<file path="config.mk">
export PLATFORM = sky130hd
export DESIGN_NAME = lsr_status_otp
export DESIGN_NICKNAME = d
export VERILOG_FILES = /design/src/lsr_pkg.sv /design/src/lsr_buf_if.sv /design/src/lsr_frame_buf.sv /design/src/lsr_status_otp.sv
export VERILOG_INCLUDE_DIRS = /design/src /design/src/src
export SDC_FILE = /design/constraint.sdc
export NUM_CORES = 1
export LEC_CHECK = 0
export ABC_AREA = 1
export BUFFER_PORTS_ARGS = -buffer_cell sky130_fd_sc_hd__buf_4
export CORE_MARGIN = 2
export CORE_UTILIZATION = 50
export CTS_BUF_LIST = sky130_fd_sc_hd__clkbuf_8
export CTS_CLUSTER_SIZE = 24
export DETAILED_ROUTE_END_ITERATION = 8
export PLACE_DENSITY = 0.74
export REMOVE_ABC_BUFFERS = 1
export SLEW_MARGIN = 30
export SYNTH_ARGS = -nofsm -noshare
export SYNTH_HDL_FRONTEND = slang
export SYNTH_SLANG_ARGS = --single-unit
</file>
<file path="constraint.sdc">
create_clock -name mclk_i -period 2.3 [get_ports mclk_i]
set_input_delay 0.345 -clock mclk_i [delete_from_list [all_inputs] [get_ports mclk_i]]
set_output_delay 0.345 -clock mclk_i [all_outputs]
set_load 0.02 [all_outputs]
</file>
<file path="src/lsr_regs.svh">
`ifndef LSR_REGS_SVH
`define LSR_REGS_SVH
// ----------------------------------------
// frame identifiers and command codes
// ----------------------------------------
`define LSR_ID_READ 6'h3D
`define LSR_ID_PREP8 6'h3C
`define LSR_CMD_STATUS 7'h01
`define LSR_CMD_OTP 7'h02
`define LSR_APP_MARKER 8'h80
`define LSR_FILLER 8'hFF
`define LSR_MARK_BIT 7
// ----------------------------------------
// frame lengths and byte positions
// ----------------------------------------
`define LSR_LEN_PREP7 4'h2
`define LSR_LEN_PREP8 4'h8
`define LSR_D1 4'h0
`define LSR_D2 4'h1
`define LSR_D3 4'h2
`define LSR_D4 4'h3
`define LSR_D5 4'h4
`define LSR_D6 4'h5
`define LSR_D7 4'h6
`define LSR_D8 4'h7
`define LSR_CSUM_IDX 4'h8
`define LSR_ONES_NIBBLE 4'hF
`define LSR_SUM_RESET 8'h00
`endif

</file>
<file path="src/lsr_pkg.sv">
package lsr_pkg;
    // controller states
    typedef enum logic [2:0] {
        LSR_IDLE = 3'b000,
        LSR_RX = 3'b001,
        LSR_FILL = 3'b010,
        LSR_ARMED = 3'b011,
        LSR_SEND = 3'b100
    } lsr_state_t;
    // which reply is prepared
    typedef enum logic [1:0] {
        LSR_K_NONE = 2'b00,
        LSR_K_FS1 = 2'b01,
        LSR_K_FS2 = 2'b10,
        LSR_K_OTP = 2'b11
    } lsr_kind_t;
endpackage

</file>
<file path="src/lsr_buf_if.sv">
`timescale 1ns/10ps
// reply buffer port between controller and its memory
interface lsr_buf_if;
    logic wr_en;
    logic [3:0] wr_addr;
    logic [7:0] wr_data;
    logic rd_en;
    logic [3:0] rd_addr;
    logic [7:0] rd_data;
    modport ctrl (output wr_en, output wr_addr, output wr_data, output rd_en,
        output rd_addr, input rd_data);
    modport mem (input wr_en, input wr_addr, input wr_data, input rd_en,
        input rd_addr, output rd_data);
endinterface

</file>
<file path="src/lsr_frame_buf.sv">
`timescale 1ns/10ps
// ----------------------------------------
// reply frame memory, registered read
// ----------------------------------------
module lsr_frame_buf import lsr_pkg::*; #(
    parameter int DEPTH = 9
) (
    input wire logic mclk_i,
    input wire logic rst_n_i,
    input wire logic ce_i,
    lsr_buf_if.mem bus
);
    logic [7:0] mem_reg [0:DEPTH-1]; // data bytes then checksum
    logic [7:0] rd_reg; // read data register

    // write port, no reset needed on storage
    always_ff @(posedge mclk_i) begin
        if (ce_i && bus.wr_en) begin
            mem_reg[bus.wr_addr] <= bus.wr_data;
        end
    end

    // read data comes out of a flop
    always_ff @(posedge mclk_i or negedge rst_n_i) begin
        if (!rst_n_i) begin
            rd_reg <= 8'h00;
        end else if (ce_i && bus.rd_en) begin
            rd_reg <= mem_reg[bus.rd_addr];
        end
    end

    assign bus.rd_data = rd_reg;
endmodule // lsr_frame_buf

</file>
<file path="src/lsr_status_otp.sv">
`timescale 1ns/10ps
`include "lsr_regs.svh"
// What this block does
// - otp reply reads the prepared segment
// - replies only on read identifier 0x3D
// - prepared data sent in following read frame
// - otp bytes 0..7 ascending, then checksum
// - first status reply packs drive and fault fields
// - second status reply packs positions and stall
// - reply only after valid preparing frame
// - serving status query clears latched flags
// - alternative long preparing frame with marker
module lsr_status_otp import lsr_pkg::*; #(
    parameter int OTP_AW = 8
) (
    input wire logic mclk_i,
    input wire logic rst_n_i,
    input wire logic ce_i,
    input wire logic [6:0] node_addr_i,
    input wire logic [5:0] prep_id_i,
    input wire logic frame_start_i,
    input wire logic [5:0] frame_id_i,
    input wire logic rx_byte_valid_i,
    input wire logic [7:0] rx_byte_i,
    input wire logic rx_frame_ok_i,
    input wire logic rx_frame_err_i,
    input wire logic tx_req_i,
    output logic resp_active_o,
    output logic tx_valid_o,
    output logic [7:0] tx_byte_o,
    input wire logic [OTP_AW-4:0] otp_segment_i,
    output logic otp_rd_o,
    output logic [OTP_AW-1:0] otp_addr_o,
    input wire logic [7:0] otp_data_i,
    output logic flag_clear_o,
    input wire logic [3:0] run_current_i,
    input wire logic [3:0] hold_current_i,
    input wire logic [3:0] vel_max_i,
    input wire logic [3:0] vel_min_i,
    input wire logic accel_profile_select_i,
    input wire logic [1:0] microstep_resolution_i,
    input wire logic shaft_dir_i,
    input wire logic [3:0] accel_index_i,
    input wire logic [7:0] fault_flags_i,
    input wire logic [2:0] motion_state_i,
    input wire logic [4:0] switch_ovc_stall_i,
    input wire logic [3:0] link_errors_i,
    input wire logic [3:0] absolute_threshold_i,
    input wire logic [3:0] delta_threshold_i,
    input wire logic [15:0] current_position_i,
    input wire logic [15:0] target_position_i,
    input wire logic [10:0] safe_position_i,
    input wire logic [2:0] fullstep_detect_enable_i,
    input wire logic full_duty_flag_i,
    input wire logic [2:0] stall_trip_flags_i,
    input wire logic [2:0] sample_count_min_i,
    input wire logic full_duty_detect_enable_i,
    input wire logic pwm_jitter_enable_i
);
    // ----------------------------------------
    // reset release
    // ----------------------------------------
    logic [1:0] rst_sync_reg; // release synchroniser
    logic rst_n; // internal reset copy

    always_ff @(posedge mclk_i or negedge rst_n_i) begin
        if (!rst_n_i) begin
            rst_sync_reg <= 2'b00;
        end else begin
            rst_sync_reg <= {rst_sync_reg[0], 1'b1};
        end
    end
    assign rst_n = rst_sync_reg[1];

    // ----------------------------------------
    // state and storage
    // ----------------------------------------
    lsr_state_t state_reg; // controller state
    lsr_kind_t kind_reg; // prepared reply kind
    logic prep8_reg; // long preparing frame in progress
    logic [3:0] rx_cnt_reg; // received data bytes
    logic rx_good_reg; // fixed fields all matched
    logic [6:0] rx_cmd_reg; // captured command code
    logic [6:0] rx_addr_reg; // captured node address
    logic [OTP_AW-4:0] seg_reg; // segment latched at preparation
    logic [3:0] fill_idx_reg; // next byte to fetch
    logic wr_vld_reg; // fetched byte lands this cycle
    logic [3:0] wr_idx_reg; // its position
    logic [7:0] stat_byte_reg; // fetched status byte
    logic [7:0] sum_reg; // running checksum
    logic [3:0] tx_idx_reg; // next byte to send
    logic rd_pend_reg; // buffer read in flight
    logic [7:0] stat_byte; // status byte for fill_idx
    logic [7:0] wdata; // byte written to buffer
    logic csum_wr; // checksum write cycle
    logic [8:0] sum_wide; // sum with carry
    logic rx_accept; // preparing frame is for us
    logic send_done; // last byte read issued
    lsr_buf_if buf_bus ();

    lsr_frame_buf #(.DEPTH(9)) u_buf (
        .mclk_i(mclk_i),
        .rst_n_i(rst_n),
        .ce_i(ce_i),
        .bus(buf_bus.mem)
    );

    // ----------------------------------------
    // preparing frame decode
    // ----------------------------------------
    // checks each byte as it arrives, no frame copy kept
    always_ff @(posedge mclk_i or negedge rst_n) begin
        if (!rst_n) begin
            rx_cnt_reg <= 4'h0;
            rx_good_reg <= 1'b0;
            rx_cmd_reg <= 7'h00;
            rx_addr_reg <= 7'h00;
            prep8_reg <= 1'b0;
        end else if (ce_i) begin
            if (frame_start_i) begin
                rx_cnt_reg <= 4'h0;
                rx_good_reg <= 1'b1;
                prep8_reg <= (frame_id_i == `LSR_ID_PREP8);
            end else if (state_reg == LSR_RX && rx_byte_valid_i) begin
                rx_cnt_reg <= rx_cnt_reg + 4'h1;
                if (!prep8_reg) begin
                    // short form: command then address, both marked
                    if (rx_cnt_reg == `LSR_D1) begin
                        rx_cmd_reg <= rx_byte_i[6:0];
                    end else if (rx_cnt_reg == `LSR_D2) begin
                        rx_addr_reg <= rx_byte_i[6:0];
                    end
                    if (!rx_byte_i[`LSR_MARK_BIT]) begin
                        rx_good_reg <= 1'b0;
                    end
                end else begin
                    // long form: marker, command, address, filler
                    case (rx_cnt_reg)
                        `LSR_D1: begin
                            if (rx_byte_i != `LSR_APP_MARKER) begin
                                rx_good_reg <= 1'b0;
                            end
                        end
                        `LSR_D2: begin
                            rx_cmd_reg <= rx_byte_i[6:0];
                            if (!rx_byte_i[`LSR_MARK_BIT]) begin
                                rx_good_reg <= 1'b0;
                            end
                        end
                        `LSR_D3: begin
                            rx_addr_reg <= rx_byte_i[6:0];
                            if (!rx_byte_i[`LSR_MARK_BIT]) begin
                                rx_good_reg <= 1'b0;
                            end
                        end
                        default: begin
                            if (rx_byte_i != `LSR_FILLER) begin
                                rx_good_reg <= 1'b0;
                            end
                        end
                    endcase
                end
            end
        end
    end

    // length, command and address all have to fit
    assign rx_accept = rx_frame_ok_i && rx_good_reg
        && (rx_cnt_reg == (prep8_reg ? `LSR_LEN_PREP8 : `LSR_LEN_PREP7))
        && (rx_cmd_reg == `LSR_CMD_STATUS || rx_cmd_reg == `LSR_CMD_OTP)
        && (rx_addr_reg == node_addr_i);

    assign send_done = tx_req_i && (tx_idx_reg == `LSR_CSUM_IDX);

    // ----------------------------------------
    // controller state
    // ----------------------------------------
    // a new preparing header wins in idle, fill and armed, dropping any pending reply; during send any header aborts to idle
    always_ff @(posedge mclk_i or negedge rst_n) begin
        if (!rst_n) begin
            state_reg <= LSR_IDLE;
            kind_reg <= LSR_K_NONE;
            seg_reg <= '0;
        end else if (ce_i) begin
            case (state_reg)
                LSR_IDLE, LSR_FILL, LSR_ARMED: begin
                    if (frame_start_i && (frame_id_i == prep_id_i
                        || frame_id_i == `LSR_ID_PREP8)) begin
                        state_reg <= LSR_RX;
                        kind_reg <= LSR_K_NONE;
                    end else if (state_reg == LSR_ARMED && frame_start_i
                        && frame_id_i == `LSR_ID_READ) begin
                        state_reg <= LSR_SEND;
                    end else if (state_reg == LSR_FILL && csum_wr) begin
                        state_reg <= LSR_ARMED;
                    end
                end
                LSR_RX: begin
                    if (rx_accept) begin
                        state_reg <= LSR_FILL;
                        seg_reg <= otp_segment_i;
                        kind_reg <= (rx_cmd_reg == `LSR_CMD_OTP) ? LSR_K_OTP : LSR_K_FS1;
                    end else if (rx_frame_ok_i || rx_frame_err_i) begin
                        state_reg <= LSR_IDLE;
                    end
                end
                LSR_SEND: begin
                    if (frame_start_i || rx_frame_err_i) begin
                        state_reg <= LSR_IDLE;
                        kind_reg <= LSR_K_NONE;
                    end else if (send_done && kind_reg == LSR_K_FS1) begin
                        // second status reply is optional for the master
                        state_reg <= LSR_FILL;
                        kind_reg <= LSR_K_FS2;
                    end else if (send_done) begin
                        state_reg <= LSR_IDLE;
                        kind_reg <= LSR_K_NONE;
                    end
                end
                default: begin
                    state_reg <= LSR_IDLE;
                end
            endcase
        end
    end

    // latched flags are cleared once the first status reply went out
    always_ff @(posedge mclk_i or negedge rst_n) begin
        if (!rst_n) begin
            flag_clear_o <= 1'b0;
        end else if (ce_i) begin
            flag_clear_o <= (state_reg == LSR_SEND) && send_done
                && !frame_start_i && !rx_frame_err_i && kind_reg == LSR_K_FS1;
        end
    end

    // ----------------------------------------
    // reply assembly
    // ----------------------------------------
    always_comb begin
        stat_byte = {1'b1, node_addr_i};
        if (kind_reg == LSR_K_FS1) begin
            case (fill_idx_reg)
                `LSR_D2: stat_byte = {run_current_i, hold_current_i};
                `LSR_D3: stat_byte = {vel_max_i, vel_min_i};
                `LSR_D4: stat_byte = {accel_profile_select_i, microstep_resolution_i,
                    shaft_dir_i, accel_index_i};
                `LSR_D5: stat_byte = fault_flags_i;
                `LSR_D6: stat_byte = {motion_state_i, switch_ovc_stall_i};
                `LSR_D7: stat_byte = {`LSR_ONES_NIBBLE, link_errors_i};
                `LSR_D8: stat_byte = {absolute_threshold_i, delta_threshold_i};
                default: stat_byte = {1'b1, node_addr_i};
            endcase
        end else begin
            case (fill_idx_reg)
                `LSR_D2: stat_byte = current_position_i[15:8];
                `LSR_D3: stat_byte = current_position_i[7:0];
                `LSR_D4: stat_byte = target_position_i[15:8];
                `LSR_D5: stat_byte = target_position_i[7:0];
                `LSR_D6: stat_byte = safe_position_i[7:0];
                `LSR_D7: stat_byte = {fullstep_detect_enable_i, 1'b1, full_duty_flag_i,
                    safe_position_i[10:8]};
                `LSR_D8: stat_byte = {stall_trip_flags_i, sample_count_min_i,
                    full_duty_detect_enable_i, pwm_jitter_enable_i};
                default: stat_byte = {1'b1, node_addr_i};
            endcase
        end
    end

    // otp data arrives one cycle after the request, status is held
    assign wdata = csum_wr ? ~sum_reg : (kind_reg == LSR_K_OTP ? otp_data_i : stat_byte_reg);
    assign csum_wr = state_reg == LSR_FILL && fill_idx_reg == `LSR_CSUM_IDX && !wr_vld_reg;
    assign sum_wide = {1'b0, sum_reg} + {1'b0, wdata};
    assign otp_rd_o = state_reg == LSR_FILL && kind_reg == LSR_K_OTP
        && fill_idx_reg < `LSR_CSUM_IDX;
    assign otp_addr_o = {seg_reg, fill_idx_reg[2:0]};

    // fetch one byte per cycle, then append checksum
    always_ff @(posedge mclk_i or negedge rst_n) begin
        if (!rst_n) begin
            fill_idx_reg <= 4'h0;
            wr_vld_reg <= 1'b0;
            wr_idx_reg <= 4'h0;
            stat_byte_reg <= 8'h00;
            sum_reg <= `LSR_SUM_RESET;
        end else if (ce_i) begin
            if (state_reg != LSR_FILL) begin
                fill_idx_reg <= `LSR_D1;
                wr_vld_reg <= 1'b0;
                sum_reg <= `LSR_SUM_RESET;
            end else begin
                wr_vld_reg <= fill_idx_reg < `LSR_CSUM_IDX;
                if (fill_idx_reg < `LSR_CSUM_IDX) begin
                    fill_idx_reg <= fill_idx_reg + 4'h1;
                    wr_idx_reg <= fill_idx_reg;
                    stat_byte_reg <= stat_byte;
                end
                if (wr_vld_reg) begin
                    // end-around carry sum
                    sum_reg <= sum_wide[7:0] + {7'h00, sum_wide[8]};
                end
            end
        end
    end

    assign buf_bus.wr_en = state_reg == LSR_FILL && (wr_vld_reg || csum_wr);
    assign buf_bus.wr_addr = csum_wr ? `LSR_CSUM_IDX : wr_idx_reg;
    assign buf_bus.wr_data = wdata;

    // ----------------------------------------
    // response transmit
    // ----------------------------------------
    assign buf_bus.rd_en = state_reg == LSR_SEND && tx_req_i;
    assign buf_bus.rd_addr = tx_idx_reg;
    assign resp_active_o = state_reg == LSR_SEND;
    assign tx_byte_o = buf_bus.rd_data;
    assign tx_valid_o = rd_pend_reg;

    always_ff @(posedge mclk_i or negedge rst_n) begin
        if (!rst_n) begin
            tx_idx_reg <= 4'h0;
            rd_pend_reg <= 1'b0;
        end else if (ce_i) begin
            rd_pend_reg <= buf_bus.rd_en;
            if (state_reg != LSR_SEND) begin
                tx_idx_reg <= `LSR_D1;
            end else if (tx_req_i) begin
                tx_idx_reg <= tx_idx_reg + 4'h1;
            end
        end
    end
endmodule // lsr_status_otp

</file>
==> results.sh <==
export IMPL_syn_avg_cell_area_sq_um=8.08
export IMPL_yosysWarnings=0
export IMPL_viasPerCell=5.34
export IMPL_layout_nets=1442
export IMPL_syn_cell_area_sq_um=8040
export IMPL_hp_class="primary input to flip-flop"
export IMPL_path_clk_slew_ns=0.09
export IMPL_finalClockSkew_ns=0.0109
export IMPL_wl_met3_um=1770
export IMPL_cp_end_kind="flip-flop"
export IMPL_p_per_area_nw_per_um2=817
export IMPL_yosys_area_top_type_share=0.269
export IMPL_drt_pass1_iter_count=5
export IMPL_initialDrtViolationCount=622
export IMPL_max_cap_viol_count=0
export IMPL_rows=46
export IMPL_hold_violations=0
export IMPL_arrival_ns=3.81
export IMPL_ys_seq_elements=143
export IMPL_antenna_found_initial=0
export IMPL_top_layer="met4"
export IMPL_wirelength_met1_um=9950
export IMPL_grt_max_degree=49
export IMPL_dpl_hpwl_um=17600
export IMPL_worstSetupPathType="flip-flop to flip-flop"
export IMPL_setup_ws_ns=-1.16
export IMPL_drive_above_1_share=0.299
export IMPL_fin_crit_sh=1.51
export IMPL_fmax_ghz=0.289
export IMPL_dieWidth_um=131
export IMPL_clock_latency_ns=0.46
export IMPL_wl_um=24600
export IMPL_status="finished with violations"
export IMPL_synthTopCellsByArea="edfxtp_1 (27%), dfrtp_1 (22%), nand2_1 (14%)"
export IMPL_netlist_instances=994
export IMPL_place_ws_ns=-1.32
export IMPL_violations="negative setup slack"
export IMPL_largest_reg_flops=72
export IMPL_ys_types=45
export IMPL_synth_largest_area_cell="edfxtp_1"
export IMPL_min_period_ns=3.46
export IMPL_wl_met2_um=12100
export IMPL_first_global_vias=7775
export IMPL_cts_buffers=17
export IMPL_required_ns=2.65
export IMPL_critPathMaxFanout=5
export IMPL_port_buffers=174
export IMPL_gp_congestion=0.935
export IMPL_die_area_sq_um=17100
export IMPL_yosysMostFrequentCell="nand2_1"
export IMPL_grt_remaining_overflow=0
export IMPL_synthArstFlopShare=0.497
export IMPL_worst_pin_slew_ns=0.676
export IMPL_synth_top_cells_by_count="nand2_1 (302), inv_1 (106), nor2_1 (83)"
export IMPL_finalMaxSlewViolations=0
export IMPL_cts_tree="built"
export IMPL_io_pins=175
export IMPL_synthFlopType="edfxtp_1"
export IMPL_finalSetupViolations=8
export IMPL_critPathLaunchType="flip-flop"
export IMPL_synth_seq_area_share=0.490
export IMPL_clockRootBuffer="clkbuf_8"
export IMPL_fillers=1276
export IMPL_fp_dieH_um=131
export IMPL_drc_errors=0
export IMPL_cts_sinks=143
export IMPL_wire_per_inst_um=16.5
export IMPL_num_vias=7982
export IMPL_relSlewSlack=0.549
export IMPL_grt_util_all_layers=0.295
export IMPL_antenna_cells=0
export IMPL_htreeDepth=4
export IMPL_hold_ws_ns=0.118
export IMPL_leakagePower_nw=5.24
export IMPL_start_util=0.510
export IMPL_rsz0062_at_grt="true"
export IMPL_peakVddDrop_v=0.000546
export IMPL_synth_edf_count=72
export IMPL_ant_nets=0
export IMPL_grt_pass1_wl_um=38500
export IMPL_clock_path_buffers=2
export IMPL_core_sq_um=15800
export IMPL_area_delta_synth_final_pct=37.4
cells in the final DEF (no fill, tap or decap), types with 6 or more instances in the layout:
master / synthesis / routed
nor3_4: 2 / 6
nor2_4: 3 / 8
nand3_1: 54 / 49
nand2_2: 1 / 6
o21ai_1: 16 / 22
nor2_1: 83 / 78
a21oi_1: 32 / 30
nand4_1: 22 / 22
nand2_1: 302 / 292
o211ai_1: 15 / 15
inv_1: 106 / 98
clkbuf_8: 0 / 18
buf_4: 6 / 270
edfxtp_1: 72 / 72
inv_2: 5 / 14
o22ai_1: 19 / 19
o21ai_0: 74 / 67
a22o_1: 6 / 6
nor3_1: 11 / 6
buf_6: 1 / 11
dfrtp_1: 71 / 70
ha_1: 21 / 17
cell families after synthesis:
| kind of cell | after synthesis | synth area share |
|---|---|---|
| buffers and inverters | 145 | 0.0730 |
| DFF | 143 | 0.490 |
| and+or+nand+nor | 495 | 0.263 |
| AOI/OAI and AO/OA | 183 | 0.133 |
| other | 1 | 0.000467 |
| adders and majority gates | 22 | 0.0352 |
| xor gates and xnor gates | 5 | 0.00545 |
per-layer routing:
layer  vias to the layer above  GRT usage
met2                       314      0.496
li1                       3863          -
met5                         -          0
met4                         0      0.111
met1                      3731      0.362
met3                        74     0.0855
layout make-up:
type                    count  area [sq um]  share of cell area
flip-flops and latches    143          3940               0.357
multi-input cells         706          3770               0.341
repair buffers            284          2190               0.198
inverters                 113           424              0.0384
well taps                 216           270              0.0245
clock buffers              18           248              0.0224
clock inverters            14           205              0.0186
metrics by stage:
step           utilization  cells  setup TNS [ns]  instance area [sq um]  power, mW
2_1_floorplan            -    962          -23.86                   7870       4.96
3_3_place_gp         0.637   1429           -7.61                  10000       6.14
3_5_place_dp         0.637   1429           -8.80                  10000       6.21
4_1_cts              0.684   1487           -6.74                  10800       8.71
5_1_grt              0.700   1494          -10.04                  11000       9.57
6_report             0.700   1494           -7.98                  11000       9.03
power by group:
group | switching (mW) | internal [mW]
combinational | 1.92 | 1.46
clock | 1.05 | 1.24
sequential | 0.229 | 3.12
path summary, 6_finish.rpt:
kind | start | cells after the start | slack [ns] | end
max | fill_idx_reg[0] | 23 | -1.16 | sum_reg[4]
min | otp_segment_i[3] | 3 | 0.12 | seg_reg[3]
max reg2reg | fill_idx_reg[0] | 23 | -1.16 | sum_reg[4]
min reg2reg | rst_sync_reg[1] | 0 | 0.26 | seg_reg[0]
max in group asynchronous | rst_sync_reg[1] | 1 | 1.37 | rx_addr_reg[1]
min in group asynchronous | rst_n_i | 2 | 0.20 | rst_sync_reg[0]
worst max-delay path: stages, from the launching register on:
cell and delay [ns]:
dfrtp_1 0.40, inv_2 0.09, ha_4 0.15, nand3_4 0.08, nor2_4 0.13, nand2_4 0.09, buf_4 0.16, o21ai_4 0.14
inv_2 0.05, fa_2 0.35, nand3b_1 0.22, nand2_2 0.13, nand2_2 0.07, nand2_2 0.08, a21oi_2 0.06, o21bai_1 0.14
ha_2 0.24, ha_4 0.15, inv_2 0.03, nor2_1 0.08, nand2_1 0.11, nor2_4 0.14, nor2_2 0.06, a22o_1 0.18
timing repair:
item,4_1_cts,5_1_grt
hold buffers,1,0
gates cloned,0,1
pin swaps,24,28
buffers inserted,25,7
hold endpoints to repair,2,0
endpoints found under the setup margin,8,66
resized for setup,30,53
(Power assumes the default switching activity.)
